<file path="src/hw/ttc_pkg.sv">
/*
 * Package of the overtemperature timer, tach pulse and config register bank.
 * Assumes a 250 MHz system clock and byte addressing on the register bus.
 */
package ttc_pkg;

    // Register indices; byte address is four times the index
    localparam logic [7:0] IDX_INT_STATUS_TWO    = 8'h42;
    localparam logic [7:0] IDX_CONFIG_ONE        = 8'h40;
    localparam logic [7:0] IDX_INT_MASK_TWO      = 8'h75;
    localparam logic [7:0] IDX_TIMER_STATUS      = 8'h79;
    localparam logic [7:0] IDX_DURATION_LIMIT    = 8'h7a;
    localparam logic [7:0] IDX_PULSES_PER_REV    = 8'h7b;
    localparam logic [7:0] IDX_CONFIG_FIVE       = 8'h7c;
    localparam logic [7:0] IDX_CONFIG_FOUR       = 8'h7d;
    localparam logic [7:0] IDX_PORT_PIN_CTRL     = 8'h80;

    localparam int unsigned ADDR_W = 10;

    // Reset values
    localparam logic [7:0] RST_DURATION_LIMIT = 8'h00;
    localparam logic [7:0] RST_PULSES_PER_REV = 8'h55;
    localparam logic [7:0] RST_CONFIG_FIVE    = 8'h01;
    localparam logic [7:0] RST_ZERO           = 8'h00;

    // Field positions
    localparam int unsigned BIT_FAULT_FLAG    = 5;
    localparam int unsigned BIT_LOCK          = 1;
    localparam int unsigned BIT_TEMP_FORMAT   = 0;
    localparam int unsigned BIT_OFFSET_RANGE  = 1;
    localparam int unsigned BIT_PIN_DIRECTION = 2;
    localparam int unsigned BIT_PIN_POLARITY  = 3;
    localparam int unsigned BIT_REMOTE_ONE    = 5;
    localparam int unsigned BIT_PIN_ASSERT    = 0;
    localparam int unsigned BIT_PIN_LEVEL     = 1;

    // Writable bits of config five; bit 4 is reserved
    localparam logic [7:0] MASK_CONFIG_FIVE   = 8'h2f;
    localparam logic [7:0] MASK_CONFIG_FOUR   = 8'h03;
    localparam logic [7:0] MASK_FAULT_FLAG    = 8'h20;

    localparam logic [1:0] PIN_FUNC_GPIO      = 2'h3;

    // Overtemperature limits that disable a channel
    localparam logic [7:0] LIMIT_OFF_OFFSET64 = 8'h00;
    localparam logic [7:0] LIMIT_OFF_TWOS     = 8'h80;

    // Timer step of 22.76 ms
    localparam longint unsigned STEP_TIME_NS  = 64'd22760000;
    localparam longint unsigned CLK_PERIOD_NS = 64'd4;
    localparam int unsigned STEP_CYCLES       = int'(STEP_TIME_NS / CLK_PERIOD_NS);
    localparam logic [7:0] REPORT_MIN_STEPS   = 8'h02;

    typedef enum logic [0:0] {
        BUS_IDLE = 1'b0,
        BUS_ACK  = 1'b1
    } ttc_bus_state_type;

endpackage : ttc_pkg

</file>
<file path="src/hw/ttc_regs.sv">
/*
 * Overtemperature duration timer, tach pulse selection and config five bank.
 * Assumes an Avalon-MM master and inputs synchronous to SYS_CLK_I.
 */
// The Avalon-MM interface to the registers was left to the implementer.
// Notes on behaviour
// - Eight-bit duration limit, 22.76 ms per step
// - Exceeding limit sets fault flag bit five
// - Zero limit flags on assertion immediately
// - Two-bit fields pick one to four pulses
// - Pulses register resets to 0x55
// - Format bit selects twos complement or offset
// - Config five resets to 0x01
// - Range bit picks offset step and span
// - Direction bit makes pin input or output
// - Polarity bit sets output active level
// - Remote one overtemperature disable bit
// - Minimum-value limit disables channel overtemperature
// - Lock bit makes config registers read-only
// - Time assertion, report steps past 45.52 ms
// - Pin function active only when select is 11
`timescale 1ns/1ps
`default_nettype none

module ttc_regs #(
    parameter int unsigned STEP_CYCLES = ttc_pkg::STEP_CYCLES
) (
    input  wire logic                        SYS_CLK_I,
    input  wire logic                        RST_I,
    input  wire logic [ttc_pkg::ADDR_W-1:0]  AVS_ADDRESS_I,
    input  wire logic                        AVS_READ_I,
    input  wire logic                        AVS_WRITE_I,
    input  wire logic [31:0]                 AVS_WRITEDATA_I,
    input  wire logic [3:0]                  AVS_BYTEENABLE_I,
    output logic [31:0]                      AVS_READDATA_O,
    output logic                             AVS_WAITREQUEST_O,
    output logic                             IRQ_O,
    input  wire logic                        OVERTEMP_SIGNAL_I,
    input  wire logic                        REMOTE_ONE_OVER_LIMIT_I,
    input  wire logic [7:0]                  REMOTE_ONE_LIMIT_I,
    output logic                             REMOTE_ONE_OVERTEMP_O,
    output logic                             TEMP_FORMAT_SELECT_O,
    output logic                             OFFSET_RANGE_SELECT_O,
    output logic [2:0]                       FIRST_FAN_PULSE_COUNT_O,
    output logic [2:0]                       SECOND_FAN_PULSE_COUNT_O,
    output logic [2:0]                       THIRD_FAN_PULSE_COUNT_O,
    output logic [2:0]                       FOURTH_FAN_PULSE_COUNT_O,
    input  wire logic                        GPIO_I,
    output logic                             GPIO_O,
    output logic                             GPIO_OE_O
);

    ttc_pkg::ttc_bus_state_type bus_state_reg;
    ttc_pkg::ttc_bus_state_type bus_state_next;

    logic [7:0]  limit_reg;
    logic [7:0]  ppr_reg;
    logic [7:0]  cfg5_reg;
    logic [7:0]  cfg4_reg;
    logic [7:0]  status_reg;
    logic [7:0]  mask_reg;
    logic        lock_reg;
    logic        pin_assert_reg;
    logic        asrt_reg;
    logic [7:0]  cnt_reg;
    logic [22:0] presc_reg;
    logic        overtemp_prev_reg;
    logic [31:0] rdata_reg;

    wire logic       req;
    wire logic       ack;
    wire logic       wr_ack;
    wire logic       rd_ack;
    wire logic [7:0] idx;
    wire logic [7:0] wdata;
    wire logic       wr_lane;
    wire logic       cfg_wr_ok;
    wire logic       wr_limit;
    wire logic       wr_ppr;
    wire logic       wr_cfg5;
    wire logic       wr_cfg4;
    wire logic       wr_cfg1;
    wire logic       wr_mask;
    wire logic       wr_pin;
    wire logic       rd_status;
    wire logic       rd_timer;
    wire logic       step_end;
    wire logic       assert_rise;
    wire logic       fault_set;
    wire logic       pin_enabled;
    wire logic       limit_off;
    wire logic [7:0] timer_view;
    wire logic [7:0] rd_mux;

    assign req    = AVS_READ_I | AVS_WRITE_I;
    assign ack    = bus_state_reg == ttc_pkg::BUS_ACK;
    assign wr_ack = ack & AVS_WRITE_I;
    assign rd_ack = ack & AVS_READ_I;
    assign idx    = AVS_ADDRESS_I[ttc_pkg::ADDR_W-1:2];
    assign wdata  = AVS_WRITEDATA_I[7:0];
    // Only the low lane carries data; other lanes are ignored
    assign wr_lane = wr_ack & AVS_BYTEENABLE_I[0];
    assign cfg_wr_ok = wr_lane & ~lock_reg;

    assign wr_limit = cfg_wr_ok & (idx == ttc_pkg::IDX_DURATION_LIMIT);
    assign wr_ppr   = cfg_wr_ok & (idx == ttc_pkg::IDX_PULSES_PER_REV);
    assign wr_cfg5  = cfg_wr_ok & (idx == ttc_pkg::IDX_CONFIG_FIVE);
    assign wr_cfg4  = cfg_wr_ok & (idx == ttc_pkg::IDX_CONFIG_FOUR);
    assign wr_cfg1  = wr_lane & (idx == ttc_pkg::IDX_CONFIG_ONE);
    assign wr_mask  = wr_lane & (idx == ttc_pkg::IDX_INT_MASK_TWO);
    assign wr_pin   = wr_lane & (idx == ttc_pkg::IDX_PORT_PIN_CTRL);
    assign rd_status = rd_ack & (idx == ttc_pkg::IDX_INT_STATUS_TWO);
    assign rd_timer  = rd_ack & (idx == ttc_pkg::IDX_TIMER_STATUS);

    // Bus handshake: one wait cycle, then the answer
    assign AVS_WAITREQUEST_O = req & ~ack;
    assign AVS_READDATA_O    = rdata_reg;

    always_comb
    begin
        bus_state_next = bus_state_reg;
        case (bus_state_reg)
            ttc_pkg::BUS_IDLE:
            begin
                if (req)
                begin
                    bus_state_next = ttc_pkg::BUS_ACK;
                end
            end
            ttc_pkg::BUS_ACK:
            begin
                bus_state_next = ttc_pkg::BUS_IDLE;
            end
            default:
            begin
                bus_state_next = ttc_pkg::BUS_IDLE;
            end
        endcase
    end

    // Timer reads zero above bit 0 until two steps have passed
    assign timer_view = (cnt_reg >= ttc_pkg::REPORT_MIN_STEPS) ? cnt_reg
                        : {7'h00, asrt_reg};

    assign rd_mux =
        (idx == ttc_pkg::IDX_DURATION_LIMIT) ? limit_reg :
        (idx == ttc_pkg::IDX_PULSES_PER_REV) ? ppr_reg :
        (idx == ttc_pkg::IDX_CONFIG_FIVE)    ? (cfg5_reg & ttc_pkg::MASK_CONFIG_FIVE) :
        (idx == ttc_pkg::IDX_CONFIG_FOUR)    ? cfg4_reg :
        (idx == ttc_pkg::IDX_CONFIG_ONE)     ? {6'h00, lock_reg, 1'b0} :
        (idx == ttc_pkg::IDX_INT_STATUS_TWO) ? status_reg :
        (idx == ttc_pkg::IDX_INT_MASK_TWO)   ? mask_reg :
        (idx == ttc_pkg::IDX_TIMER_STATUS)   ? timer_view :
        (idx == ttc_pkg::IDX_PORT_PIN_CTRL)  ? {6'h00, GPIO_I, pin_assert_reg} :
        ttc_pkg::RST_ZERO;

    always_ff @(posedge SYS_CLK_I)
    begin
        if (RST_I)
        begin
            bus_state_reg <= ttc_pkg::BUS_IDLE;
            rdata_reg     <= 32'h0000_0000;
        end
        else
        begin
            bus_state_reg <= bus_state_next;
            if (req & ~ack)
            begin
                rdata_reg <= {24'h00_0000, rd_mux};
            end
        end
    end

    // Configuration registers
    always_ff @(posedge SYS_CLK_I)
    begin
        if (RST_I)
        begin
            limit_reg      <= ttc_pkg::RST_DURATION_LIMIT;
            ppr_reg        <= ttc_pkg::RST_PULSES_PER_REV;
            cfg5_reg       <= ttc_pkg::RST_CONFIG_FIVE;
            cfg4_reg       <= ttc_pkg::RST_ZERO;
            mask_reg       <= ttc_pkg::RST_ZERO;
            lock_reg       <= 1'b0;
            pin_assert_reg <= 1'b0;
        end
        else
        begin
            if (wr_limit)
                limit_reg <= wdata;
            if (wr_ppr)
                ppr_reg <= wdata;
            if (wr_cfg5)
                cfg5_reg <= wdata & ttc_pkg::MASK_CONFIG_FIVE;
            if (wr_cfg4)
                cfg4_reg <= wdata & ttc_pkg::MASK_CONFIG_FOUR;
            if (wr_mask)
                mask_reg <= wdata & ttc_pkg::MASK_FAULT_FLAG;
            // Lock stays set until reset
            if (wr_cfg1 & wdata[ttc_pkg::BIT_LOCK])
                lock_reg <= 1'b1;
            if (wr_pin)
                pin_assert_reg <= wdata[ttc_pkg::BIT_PIN_ASSERT];
        end
    end

    // Assertion timer; counts accumulate until read, saturating at full scale
    assign step_end    = presc_reg == 23'(STEP_CYCLES - 1);
    assign assert_rise = OVERTEMP_SIGNAL_I & ~overtemp_prev_reg;
    assign fault_set   = (limit_reg == 8'h00) ? assert_rise
                         : (cnt_reg > limit_reg);

    always_ff @(posedge SYS_CLK_I)
    begin
        if (RST_I)
        begin
            presc_reg         <= 23'h00_0000;
            cnt_reg           <= 8'h00;
            asrt_reg          <= 1'b0;
            overtemp_prev_reg <= 1'b0;
        end
        else
        begin
            overtemp_prev_reg <= OVERTEMP_SIGNAL_I;
            if (!OVERTEMP_SIGNAL_I || step_end)
                presc_reg <= 23'h00_0000;
            else
                presc_reg <= presc_reg + 23'h00_0001;
            // New assertion wins over a clearing read
            if (assert_rise)
                asrt_reg <= 1'b1;
            else if (rd_timer)
                asrt_reg <= 1'b0;
            if (OVERTEMP_SIGNAL_I && step_end && cnt_reg != 8'hff)
                cnt_reg <= cnt_reg + 8'h01;
            else if (rd_timer)
                cnt_reg <= 8'h00;
        end
    end

    // Sticky status; set wins over clear on read
    always_ff @(posedge SYS_CLK_I)
    begin
        if (RST_I)
            status_reg <= ttc_pkg::RST_ZERO;
        else if (fault_set)
            status_reg <= status_reg | ttc_pkg::MASK_FAULT_FLAG;
        else if (rd_status)
            status_reg <= ttc_pkg::RST_ZERO;
    end

    // Mask bit set hides the fault
    assign IRQ_O = |(status_reg & ~mask_reg);

    assign TEMP_FORMAT_SELECT_O  = cfg5_reg[ttc_pkg::BIT_TEMP_FORMAT];
    assign OFFSET_RANGE_SELECT_O = cfg5_reg[ttc_pkg::BIT_OFFSET_RANGE];

    assign FIRST_FAN_PULSE_COUNT_O  = {1'b0, ppr_reg[1:0]} + 3'h1;
    assign SECOND_FAN_PULSE_COUNT_O = {1'b0, ppr_reg[3:2]} + 3'h1;
    assign THIRD_FAN_PULSE_COUNT_O  = {1'b0, ppr_reg[5:4]} + 3'h1;
    assign FOURTH_FAN_PULSE_COUNT_O = {1'b0, ppr_reg[7:6]} + 3'h1;

    assign pin_enabled = cfg4_reg[1:0] == ttc_pkg::PIN_FUNC_GPIO;
    assign GPIO_OE_O = pin_enabled & cfg5_reg[ttc_pkg::BIT_PIN_DIRECTION];
    // While the output is disabled, GPIO_O carries the inverted assert bit, the same level that polarity zero drives
    assign GPIO_O = GPIO_OE_O & cfg5_reg[ttc_pkg::BIT_PIN_POLARITY] ? pin_assert_reg
                    : ~pin_assert_reg;

    // Minimum limit value depends on the current format
    assign limit_off = TEMP_FORMAT_SELECT_O
                       ? (REMOTE_ONE_LIMIT_I == ttc_pkg::LIMIT_OFF_TWOS)
                       : (REMOTE_ONE_LIMIT_I == ttc_pkg::LIMIT_OFF_OFFSET64);
    assign REMOTE_ONE_OVERTEMP_O = REMOTE_ONE_OVER_LIMIT_I & ~limit_off
                                   & ~cfg5_reg[ttc_pkg::BIT_REMOTE_ONE];
endmodule : ttc_regs

`default_nettype wire

</file>
<file path="config.mk">
export PLATFORM = sky130hd
export DESIGN_NAME = ttc_regs
export DESIGN_NICKNAME = d
export VERILOG_FILES = /design/src/hw/ttc_pkg.sv /design/src/hw/ttc_regs.sv
export SDC_FILE = /design/constraint.sdc
export NUM_CORES = 1
export LEC_CHECK = 0
export BUFFER_PORTS_ARGS = -buffer_cell sky130_fd_sc_hd__buf_2
export CAP_MARGIN = 20
export CORE_ASPECT_RATIO = 0.7
export CORE_MARGIN = 3
export CORE_UTILIZATION = 56
export DETAILED_ROUTE_END_ITERATION = 10
export PLACE_DENSITY = 0.85
export SYNTH_ARGS = -nofsm -noshare
export SYNTH_HDL_FRONTEND = slang
export SYNTH_SLANG_ARGS = --single-unit
</file>
<file path="constraint.sdc">
create_clock -name SYS_CLK_I -period 6.8 [get_ports SYS_CLK_I]
set_clock_uncertainty 0.05 [all_clocks]
set_input_delay 0.34 -clock SYS_CLK_I [delete_from_list [all_inputs] [get_ports SYS_CLK_I]]
set_output_delay 0.34 -clock SYS_CLK_I [all_outputs]
set_load 0.05 [all_outputs]
</file>
# Yosys cells after proc, flatten, opt, wreduce, memory -nomap -nowiden
# Cells that the tools add are included.
# op_classes
addsub	6
magnitude_cmp	2
eq_ne	13
n_mux	21
n_bitwise	29
n_reduce_logical	11
# op_table
operator	n
$mux W8	11
$eq A8 B7 Y1 const B	8
$add A23 B1 Y23 const B	1
$eq A23 B23 Y1 const B	1
$and A1 B1 Y1	20
$eq A8 B8 Y1 const B	2
$logic_not A8 Y1	2
$add A2 B1 Y3 const B	4
$mux W6	2
$add A8 B1 Y8 const B	1
$and A6 B8 Y8	1
$ge A8 B2 Y1 const B	1
$gt A8 B8 Y1	1
$ne A8 B8 Y1 const B	1
$not A6 Y8	1
$reduce_or A8 Y1	1
$mux W1	6
$not A1 Y1	6
$reduce_bool A2 Y1	3
$eq A2 B2 Y1 const B	1
$logic_and A1 B1 Y1	2
$mux W2	1
$pmux W1 S2	1
$reduce_or A2 Y1	1
3 further kinds	3
# word_totals
register_bits	69
inputBits	61
out_inout_bits	51
word_cells	96

# Depth between registers and ports, before layout
# Gate-level depths: netlist of the first run.
# depth
word_depth	10
mapped_depth	8
ltp_nobuf	7

# Worst setup path before layout of the first run
# No wires, ideal clock.
# synth_path
kind	reg2out
startpoint	register cfg5_reg[0]
endpoint	output REMOTE_ONE_OVERTEMP_O
arrival_time_ns	2.133
required_ns	6.410
slack_ns	4.277
stages_incl_launch_ff	3
path_buffers	0
path_cell_list	dfxtp_1 xnor2_1 a311oi_1
# synth_via
elab_chain_cells	4
# synth_rtl
item	line	text
start: declaration	ttc_regs.sv:58	logic [7:0] cfg5_reg;
start signal: assignment	ttc_regs.sv:181	cfg5_reg <= ttc_pkg::RST_CONFIG_FIVE;
start signal: assignment	ttc_regs.sv:194	cfg5_reg <= wdata & ttc_pkg::MASK_CONFIG_FIVE;
$mux W1	ttc_regs.sv:271	? (REMOTE_ONE_LIMIT_I == ttc_pkg::LIMIT_OFF_TWOS)
$not A1 Y1	ttc_regs.sv:273	assign REMOTE_ONE_OVERTEMP_O = REMOTE_ONE_OVER_LIMIT_I & ~limit_off
$and A1 B1 Y1	ttc_regs.sv:273	
$and A1 B1 Y1	ttc_regs.sv:274	& ~cfg5_reg[ttc_pkg::BIT_REMOTE_ONE];
end: declaration	ttc_regs.sv:41	output logic REMOTE_ONE_OVERTEMP_O,
# No other way between the ends.

# Worst setup path in the final report of the first run
# layout_path
startpoint	register presc_reg[5]
endpoint	register presc_reg[5]
# layout_via
elab_chain_cells	3
elab_cells_between_ends	4
cone_classes	1 x add/sub; 1 x eq/ne; 2 x reduce/logical
# layout_rtl
item	line	text
start: declaration	ttc_regs.sv:66	logic [22:0] presc_reg;
start signal: assignment	ttc_regs.sv:228	presc_reg <= presc_reg + 23'h00_0001;
branches (longest 3 deep; another with $add A23 B1 Y23)	--	
# Parallel ways; which one is timed is not known.
# A chain may end at the register's enable or synchronous reset.

==> qor.yml, run 1 <==
status:
  status: "finished clean"
yosys:
  ys_seq_elements: 69
  synth_top_cells_by_count: "dfxtp_1 (69), nor2_1 (65), inv_1 (34)"
  syn-mean-instance-area_um2: 8.357
  post-synth-top-area-cell: "dfxtp_1"
  ys_warn_count: 0
  synth_xor_area_share_pct: 4.926
  asyncSetResetFlopFracSynth_pct: 0
  netlist-cell-type-count: 61
  synth-simple-area-share_pct: 26.49
  synthesis.instances: 468
  synthMostInstantiatedCell: "dfxtp_1"
  synth-seq-area-share_pct: 35.32
  synth-adder-area-share_pct: 4.798
  synth_top_family_by_area: "simple AND/OR/NAND/NOR gates"
  yosys-mux-area-fraction_pct: 5.918
  synth_area_um2: 3911
  yosys_top_cell_area_share_pct: 35.32
  synth_top_cells_by_area: "dfxtp_1 (35%), nor2_1 (6.2%), mux2i_1 (5.6%)"
  synthFlopType: "dfxtp_1"
  synth-compound-area-share_pct: 12.48
  synth_edf_count: 0
sta:
  layout_min_cycle_time_ns: 2.503
  tightestPinTransition_ns: 0.9053
  timing.final.crit_share_pct: 36.81
  maxClockFrequency_mhz: 399.5
  setup_viol_count_final: 0
  rsz0062_at_grt: "no"
  fin_tns_setup_ns: 0
  final.hold.worst_slack_ns: 0.2012
  timing.max_slew.rel_slack_pct: 39.64
  final-hold-violation-count: 0
  drv_slew: 0
floorplanning:
  floorplan.core_area_um2: 6486
  fp.dieArea_um2: 8039
  ioPinCount: 112
  dieHeight_um: 75.92
  fp-row-count: 24
  initial_utilization_pct: 60.30
  fp.dieW_um: 105.9
final_layout:
  final_cell_count_no_fill: 612
  antenna_cells: 0
  number_of_flip_flops_in_the_largest_register: 23
  final_area_um2: 4308
  net_count_of_the_finished_layout: 593
  syn_to_final_growth_pct: 10.14
  layout-drive-gt1-share_pct: 16.70
  filler_cells: 554
clock_network:
  h-tree-depth: 3
  clk_path_buf_depth: 2
  ctsHoldBuffers: 0
  cts-buffers-inserted: 9
  post_cts_resize_count: 0
  clock_insertion_delay_at_the_later_pin_of_the_skew_report_ns: 0.35
  cts_tree: "yes"
  cts_root_buffer: "clkbuf_8"
  clock_sink_count: 69
  register_clock_pin_slew_on_the_reported_worst_setup_and_hold_paths_ns: 0.07
  postCtsSetupRepairBufs: 0
placement:
  gp_routability_congestion: 0.9105
  placed_cells_incl_taps: 597
  port_buffers: 58
  dpl-instance-area_um2: 4143
  post-dp-hpwl_um: 7316
worst_setup_path:
  arrival_ns: 2.65
  crit_path_end_kind: "flop"
  worst_ep_required_time_ns: 6.95
  cp_max_fo: 23
  critical_path_start_type: "flop"
  critPathKind: "flop to flop"
drt:
  drt-initial-drc-count: 413
  vias_per_cell: 5.814
  route.antenna.remaining_nets: 0
  drt_first_pass_iters: 5
  dr_total_vias: 3558
  routedWlPerCell_um: 16.04
  routed_wirelength_um: 9818
  detail_route.drc_violations: 0
grt:
  global_route.overflow_total: 0
  grtUsageTotal_pct: 25.01
  grt_pass1_vias: 3399
  global_route_wire_length_before_repair_um: 16460
  antenna_violations_before_repair: 0
  pin_count_of_the_biggest_net_entering_global_routing: 47
min_path:
  worstHoldPathType: "input port to flop"
power:
  cell_leakage_power_nw: 1.722
  worst_ir_drop_vdd_v: 0.0001195
  power.density_cell_area_nw_per_um2: 185.7
  report.power.total_uw: 800.1
job:
  max_cap_violations: 0
==> worst max-delay path, stage by stage (launching register included) <==
cell and delay, ns:
dfxtp_1 0.35, or4b_1 0.56, or4_4 0.54, o21ai_2 0.72
nor2_1 0.12
==> placed cells by master, fill, tap and decap left out, types with 7 or more instances in the layout <==
| cell | instances |
|---|---|
| a211o_1 | 7 |
| a21oi_1 | 10 |
| buf_2 | 58 |
| clkbuf_8 | 10 |
| conb_1 | 24 |
| dfxtp_1 | 69 |
| ha_1 | 15 |
| inv_1 | 34 |
| mux2i_1 | 22 |
| nand2_1 | 21 |
| nand3_1 | 17 |
| nand4_1 | 9 |
| nor2_1 | 65 |
| nor2b_1 | 9 |
| nor3_1 | 16 |
| nor4_1 | 10 |
| o21ai_0 | 21 |
| xnor2_1 | 14 |
| xor2_1 | 8 |
==> cell type report <==
class	instances	area, um2	area share, %
tap	91	113.9	2.643
sequential	69	1381	32.06
timing repair buffer	58	290.3	6.738
multi-input combinational	344	2226	51.67
clock inverter	5	27.53	0.6390
clock buffer	10	137.6	3.195
inverter	35	131.4	3.050
==> cell families (layout without fill, tap and decap cells) <==
family	after synthesis	after routing
flip-flops	69	69
AO/OA/AOI/OAI	72	72
buffers and inverters	78	108
multiplexers	23	23
AND/OR/NAND/NOR	188	188
other	1	24
adder cells (fa/ha/maj)	15	15
XOR/XNOR	22	22
==> routing by layer <==
layer  wire (um)  share of wire, %  GRT usage [%]
met5           0                 0              0
met4         170               1.7          8.797
met3        1201                12          7.385
met2        4086                42          35.62
met1        4360                44          35.84
==> power breakdown <==
group / total, mW / internal (mW) / switching (mW)
clock network: 0.291 / 0.137 / 0.154
registers: 0.412 / 0.408 / 0.00340
logic: 0.0972 / 0.0201 / 0.0770
total: 0.800 / 0.566 / 0.234
==> metrics by stage <==
step,worst slack [ns],util (%)
3_5_place_dp,4.323,63.87
2_1_floorplan,4.277,-
4_1_cts,4.300,66.42
5_1_grt,4.184,66.42
3_3_place_gp,4.323,63.87
6_report,4.297,66.42
==> worst paths after layout <==
kind | from | slack (ns) | cells after the start | endpoint
worst max-delay path | presc_reg[5] | 4.30 | 4 | presc_reg[5]
worst min-delay path | AVS_WRITEDATA_I[7] | 0.20 | 3 | ppr_reg[7]
worst max register to register | presc_reg[5] | 4.30 | 4 | presc_reg[5]
worst min register to register | AVS_READDATA_O[2] | 0.41 | 2 | AVS_READDATA_O[2]
Note: power is estimated with default switching activity, not from simulation.
==> inputs of run 2 (changes only) <==
--- a/config.mk
+++ b/config.mk
@@ -9,9 +9,9 @@
 export CAP_MARGIN = 20
 export CORE_ASPECT_RATIO = 0.7
 export CORE_MARGIN = 3
-export CORE_UTILIZATION = 56
+export CORE_UTILIZATION = 52
 export DETAILED_ROUTE_END_ITERATION = 10
-export PLACE_DENSITY = 0.85
+export PLACE_DENSITY = 0.8
 export SYNTH_ARGS = -nofsm -noshare
 export SYNTH_HDL_FRONTEND = slang
 export SYNTH_SLANG_ARGS = --single-unit
==> constraint.sdc (replaced) <==
create_clock -name SYS_CLK_I -period 2.59 [get_ports SYS_CLK_I]
set_clock_uncertainty 0.05 [all_clocks]
set_input_delay 0.1295 -clock SYS_CLK_I [delete_from_list [all_inputs] [get_ports SYS_CLK_I]]
set_output_delay 0.1295 -clock SYS_CLK_I [all_outputs]
set_load 0.05 [all_outputs]
==> qor.yml, run 2 (synthesis results as in run 1) <==
floorplanning:
  dieHeight_um: 78.56
  initial_utilization_pct: 55.82
  fp.dieW_um: 109.7
  floorplan.core_area_um2: 7007
  fp.dieArea_um2: 8615
  ioPinCount: 112
  fp-row-count: 25
clock_network:
  clock_sink_count: 69
  clock_insertion_delay_at_the_later_pin_of_the_skew_report_ns: 0.35
  register_clock_pin_slew_on_the_reported_worst_setup_and_hold_paths_ns: 0.08
  h-tree-depth: 3
  cts_root_buffer: "clkbuf_8"
  cts_tree: "yes"
  postCtsSetupRepairBufs: 0
  cts-buffers-inserted: 9
  clk_path_buf_depth: 2
sta:
  timing.final.crit_share_pct: 90.27
  timing.max_slew.rel_slack_pct: 43.39
  setup_viol_count_final: 0
  final-hold-violation-count: 0
  tightestPinTransition_ns: 0.8492
  setup_slack_ns: 0.2520
  drv_slew: 0
  rsz0062_at_grt: "no"
  final.hold.worst_slack_ns: 0.01233
  maxClockFrequency_mhz: 427.7
  fin_tns_setup_ns: 0
  layout_min_cycle_time_ns: 2.338
grt:
  grt_pass1_vias: 3292
  pin_count_of_the_biggest_net_entering_global_routing: 47
  global_route_wire_length_before_repair_um: 16420
  antenna_violations_before_repair: 0
  global_route.overflow_total: 0
  grtUsageTotal_pct: 24.33
worst_setup_path:
  worst_ep_required_time_ns: 2.80
  timing.reg2reg.worst_path_depth: 5
  crit_path_end_kind: "flop"
  timing.rr.start: "presc_reg[5]"
  r2r_slack_ns: 0.25
  r2r-end: "cnt_reg[2]"
  arrival_ns: 2.55
  critPathKind: "flop to flop"
  critical_path_start_type: "flop"
  cp_max_fo: 5
final_layout:
  number_of_flip_flops_in_the_largest_register: 23
  antenna_cells: 0
  final_cell_count_no_fill: 624
  layout_common_cells: "dfxtp_1 (69), nor2_1 (65), buf_2 (58)"
  layout-drive-gt1-share_pct: 17.17
  layout_commonest_cell: "dfxtp_1"
  finish.utilization_pct: 63.73
  net_count_of_the_finished_layout: 601
  syn_to_final_growth_pct: 14.17
drt:
  dr_total_vias: 3652
  vias_per_cell: 5.853
  drt_first_pass_iters: 5
  routedWlPerCell_um: 16.45
  route.antenna.remaining_nets: 0
  routed_wirelength_um: 10270
  drt-initial-drc-count: 402
  detail_route.drc_violations: 0
power:
  cell_leakage_power_nw: 1.794
  power.density_cell_area_nw_per_um2: 546.5
  worst_ir_drop_vdd_v: 0.0003173
placement:
  placed_cells_incl_taps: 604
  gp_routability_congestion: 0.8973
  place_ws_ns: 0.3077
  post-dp-hpwl_um: 7479
  port_buffers: 58
min_path:
  min-delay-start: "AVS_WRITEDATA_I[2]"
  worstHoldPathType: "input port to flop"
  hold_end: "limit_reg[2]"
  hold_path_depth: 3
job:
  max_cap_violations: 0
status:
  status: "finished clean"
## run 2: cell count changes in the layout (fill, tap and decap cells not counted)
cell and delta:
dlygate4sd3_1 +4, clkinvlp_4 -1, clkinv_4 +2, clkbuf_1 +1, bufinv_16 +3, buf_4 +4
clkinv_2 -4
## run 2: area by class of cell
cell class | count | area, um2
well taps | 94 | 117.6
inverters | 35 | 131.4
clock inverters | 5 | 107.6
fillers | 595 | 2541
multi-input cells | 344 | 2226
flip-flops and latches | 69 | 1381
repair buffers | 66 | 360.3
clock buffers | 11 | 141.4
## run 2: repair_timing
| action | in CTS | in global routing |
|---|---|---|
| gates resized for setup | 0 | 0 |
| endpoints found under the hold margin | 5 | 0 |
| hold buffers | 4 | 0 |
## run 2: metrics by stage
step / instance area [um2] / power, mW
2_1_floorplan: 3998 / 1.322
3_3_place_gp: 4177 / 1.355
3_5_place_dp: 4177 / 1.360
4_1_cts: 4466 / 2.444
5_1_grt: 4466 / 2.521
6_report: 4466 / 2.440
## run 2: worst max-delay path by stage
stage	startpoint	end	slack, ns	cells after the start
after detailed placement	presc_reg[5]	cnt_reg[1]	0.31	5
after floorplan	cfg5_reg[0]	REMOTE_ONE_OVERTEMP_O	0.28	2
after CTS	presc_reg[5]	cnt_reg[2]	0.27	5
after global routing	presc_reg[5]	cnt_reg[1]	0.16	5
after global placement	presc_reg[5]	cnt_reg[1]	0.36	5
final	presc_reg[5]	cnt_reg[2]	0.25	5
## run 2: critical path, stage by stage, from the launching register on
cell     delay [ns]
dfxtp_1        0.36
or4b_1         0.54
or4_4          0.54
nor4_2         0.43
o21ai_0        0.21
o21ai_0        0.12
## run 2: power by group
group / total [mW] / switching [mW] / internal (mW)
registers: 1.08 / 0.00910 / 1.07
clock network: 1.10 / 0.425 / 0.670
logic: 0.264 / 0.205 / 0.0596
total: 2.44 / 0.639 / 1.80
## run 2: layer usage
| layer | wire, um | GRT usage (%) | up-vias | part of all wire (%) |
|---|---|---|---|---|
| li1 | - | - | 1715 | - |
| met1 | 4707 | 34.41 | 1722 | 46 |
| met2 | 4396 | 36.05 | 198 | 43 |
| met3 | 1054 | 6.984 | 17 | 10 |
| met4 | 107 | 6.476 | 0 | 1.0 |
| met5 | 0 | 0 | - | 0 |
==> inputs of run 3 (changes only) <==
--- a/config.mk
+++ b/config.mk
@@ -8,7 +8,7 @@
 export BUFFER_PORTS_ARGS = -buffer_cell sky130_fd_sc_hd__buf_2
 export CAP_MARGIN = 20
 export CORE_ASPECT_RATIO = 0.7
-export CORE_MARGIN = 3
+export CORE_MARGIN = 4
 export CORE_UTILIZATION = 52
 export DETAILED_ROUTE_END_ITERATION = 10
 export PLACE_DENSITY = 0.8
==> qor.yml, run 3 (synthesis results as in run 1) <==
status:
  status: "finished clean"
sta:
  fin_tns_setup_ns: 0
  rsz0062_at_grt: "no"
  maxClockFrequency_mhz: 442.4
  drv_slew: 0
  timing.max_slew.rel_slack_pct: 45.54
  layout_min_cycle_time_ns: 2.261
  timing.final.crit_share_pct: 87.28
  final.hold.worst_slack_ns: 0.01301
  final-hold-violation-count: 0
  tightestPinTransition_ns: 0.8170
  setup_viol_count_final: 0
floorplanning:
  ioPinCount: 112
  initial_utilization_pct: 53.44
  fp.dieW_um: 111.7
  fp.dieArea_um2: 8995
  dieHeight_um: 80.56
  fp-row-count: 26
  floorplan.core_area_um2: 7320
power:
  cell_leakage_power_nw: 1.765
  switchingPower_uw: 591.8
  p_seq_share_pct: 49.2
  power.switching_fraction_pct: 26.95
  clkPwrFrac_pct: 38.9
  power.density_cell_area_nw_per_um2: 499.3
  share_comb_of_total_power_pct: 11.9
  worst_ir_drop_vdd_v: 0.0002887
  p_int_mw: 1.604
  report.power.total_mw: 2.196
final_layout:
  syn_to_final_growth_pct: 12.44
  antenna_cells: 0
  net_count_of_the_finished_layout: 599
  multi_input_comb_area_um2: 2226
  layout-drive-gt1-share_pct: 17.08
  layout_commonest_cell: "dfxtp_1"
  area_taken_by_flip_flops_and_latches_um2: 1381
  number_of_flip_flops_in_the_largest_register: 23
  layout_common_cells: "dfxtp_1 (69), nor2_1 (65), buf_2 (58)"
  filler_cells: 648
clock_network:
  post_cts_resize_count: 0
  cts_tree: "yes"
  clk_path_buf_depth: 2
  h-tree-depth: 3
  postCtsSetupRepairBufs: 0
  register_clock_pin_slew_on_the_reported_worst_setup_and_hold_paths_ns: 0.07
  clock_sink_count: 69
  cts-buffers-inserted: 9
  cts_root_buffer: "clkbuf_8"
  clock_insertion_delay_at_the_later_pin_of_the_skew_report_ns: 0.34
job:
  max_cap_violations: 0
drt:
  dr_total_vias: 3518
  routedWlPerCell_um: 15.16
  drt-initial-drc-count: 297
  routed_wirelength_um: 9476
  drt_first_pass_iters: 5
  vias_per_cell: 5.629
  route.antenna.remaining_nets: 0
  detail_route.drc_violations: 0
placement:
  gp_routability_congestion: 0.8924
  post-dp-hpwl_um: 7127
  port_buffers: 58
worst_setup_path:
  worst_ep_required_time_ns: 2.80
  critical_path_start_type: "flop"
  arrival_ns: 2.48
  critPathKind: "flop to flop"
  crit_path_end_kind: "flop"
  cp_max_fo: 6
grt:
  grt_pass1_vias: 3206
  global_route.overflow_total: 0
  global_route_wire_length_before_repair_um: 15940
  grtUsageTotal_pct: 21.78
  pin_count_of_the_biggest_net_entering_global_routing: 47
  antenna_violations_before_repair: 0
min_path:
  worstHoldPathType: "input port to flop"
run 3: cell count changes in the layout (fill, tap and decap cells not counted):
cell / previous run / this run
clkinv_4: 2 / 0
dlygate4sd3_1: 4 / 2
clkbuf_8: 10 / 14
bufinv_16: 3 / 0
run 3: worst max-delay path: stages (launching register included):
cell     delay, ns
dfxtp_1       0.36
or4b_1        0.52
or4_4         0.53
nor3_4        0.29
mux2_1        0.35
nor2_1        0.08
run 3: final cells by class:
| type | count | area share (%) |
|---|---|---|
| multi-input combinational | 344 | 50.61 |
| sequential | 69 | 31.41 |
| timing repair buffer | 64 | 7.738 |
| clock buffer | 15 | 4.467 |
| inverter | 35 | 2.987 |
| tap | 98 | 2.788 |
run 3: metrics by stage:
step | worst slack [ns] | util (%) | cell area [um2] | cells
6_report | 0.3294 | 60.09 | 4398 | 625
5_1_grt | 0.2205 | 60.09 | 4398 | 625
4_1_cts | 0.3386 | 60.09 | 4398 | 625
3_5_place_dp | 0.3508 | 57.13 | 4182 | 608
3_3_place_gp | 0.3943 | 57.13 | 4182 | 608
2_1_floorplan | 0.2776 | - | 3998 | 491
run 3: layer usage:
layer	vias up	track usage (%)	share of wire [%]
li1	1721	-	-
met2	153	33.01	43
met5	-	0	0
met1	1630	29.95	47
met4	0	6.440	1.4
met3	14	6.401	8.4
run 3: worst paths after layout:
path	from	end	slack, ns	cells past startpoint
worst min-delay path	AVS_WRITEDATA_I[7]	limit_reg[7]	0.01	3
worst min register to register	AVS_READDATA_O[2]	AVS_READDATA_O[2]	0.41	2
worst max register to register	presc_reg[5]	cnt_reg[1]	0.33	5
worst max-delay path	presc_reg[5]	cnt_reg[1]	0.33	5
run 3: power by group through the flow:
stage | combinational, mW | clock (mW) | sequential [mW]
floorplan | 0.200 | 0 | 1.12
CTS | 0.257 | 0.870 | 1.08
global placement | 0.252 | 0 | 1.10
finish | 0.261 | 0.855 | 1.08
detailed placement | 0.254 | 0 | 1.10
global route | 0.276 | 0.928 | 1.08
run 3: repair_timing:
item | in CTS | in global routing
endpoints found under the hold margin | 2 | 0
hold buffers | 2 | 0
setup endpoints to repair | 0 | 0
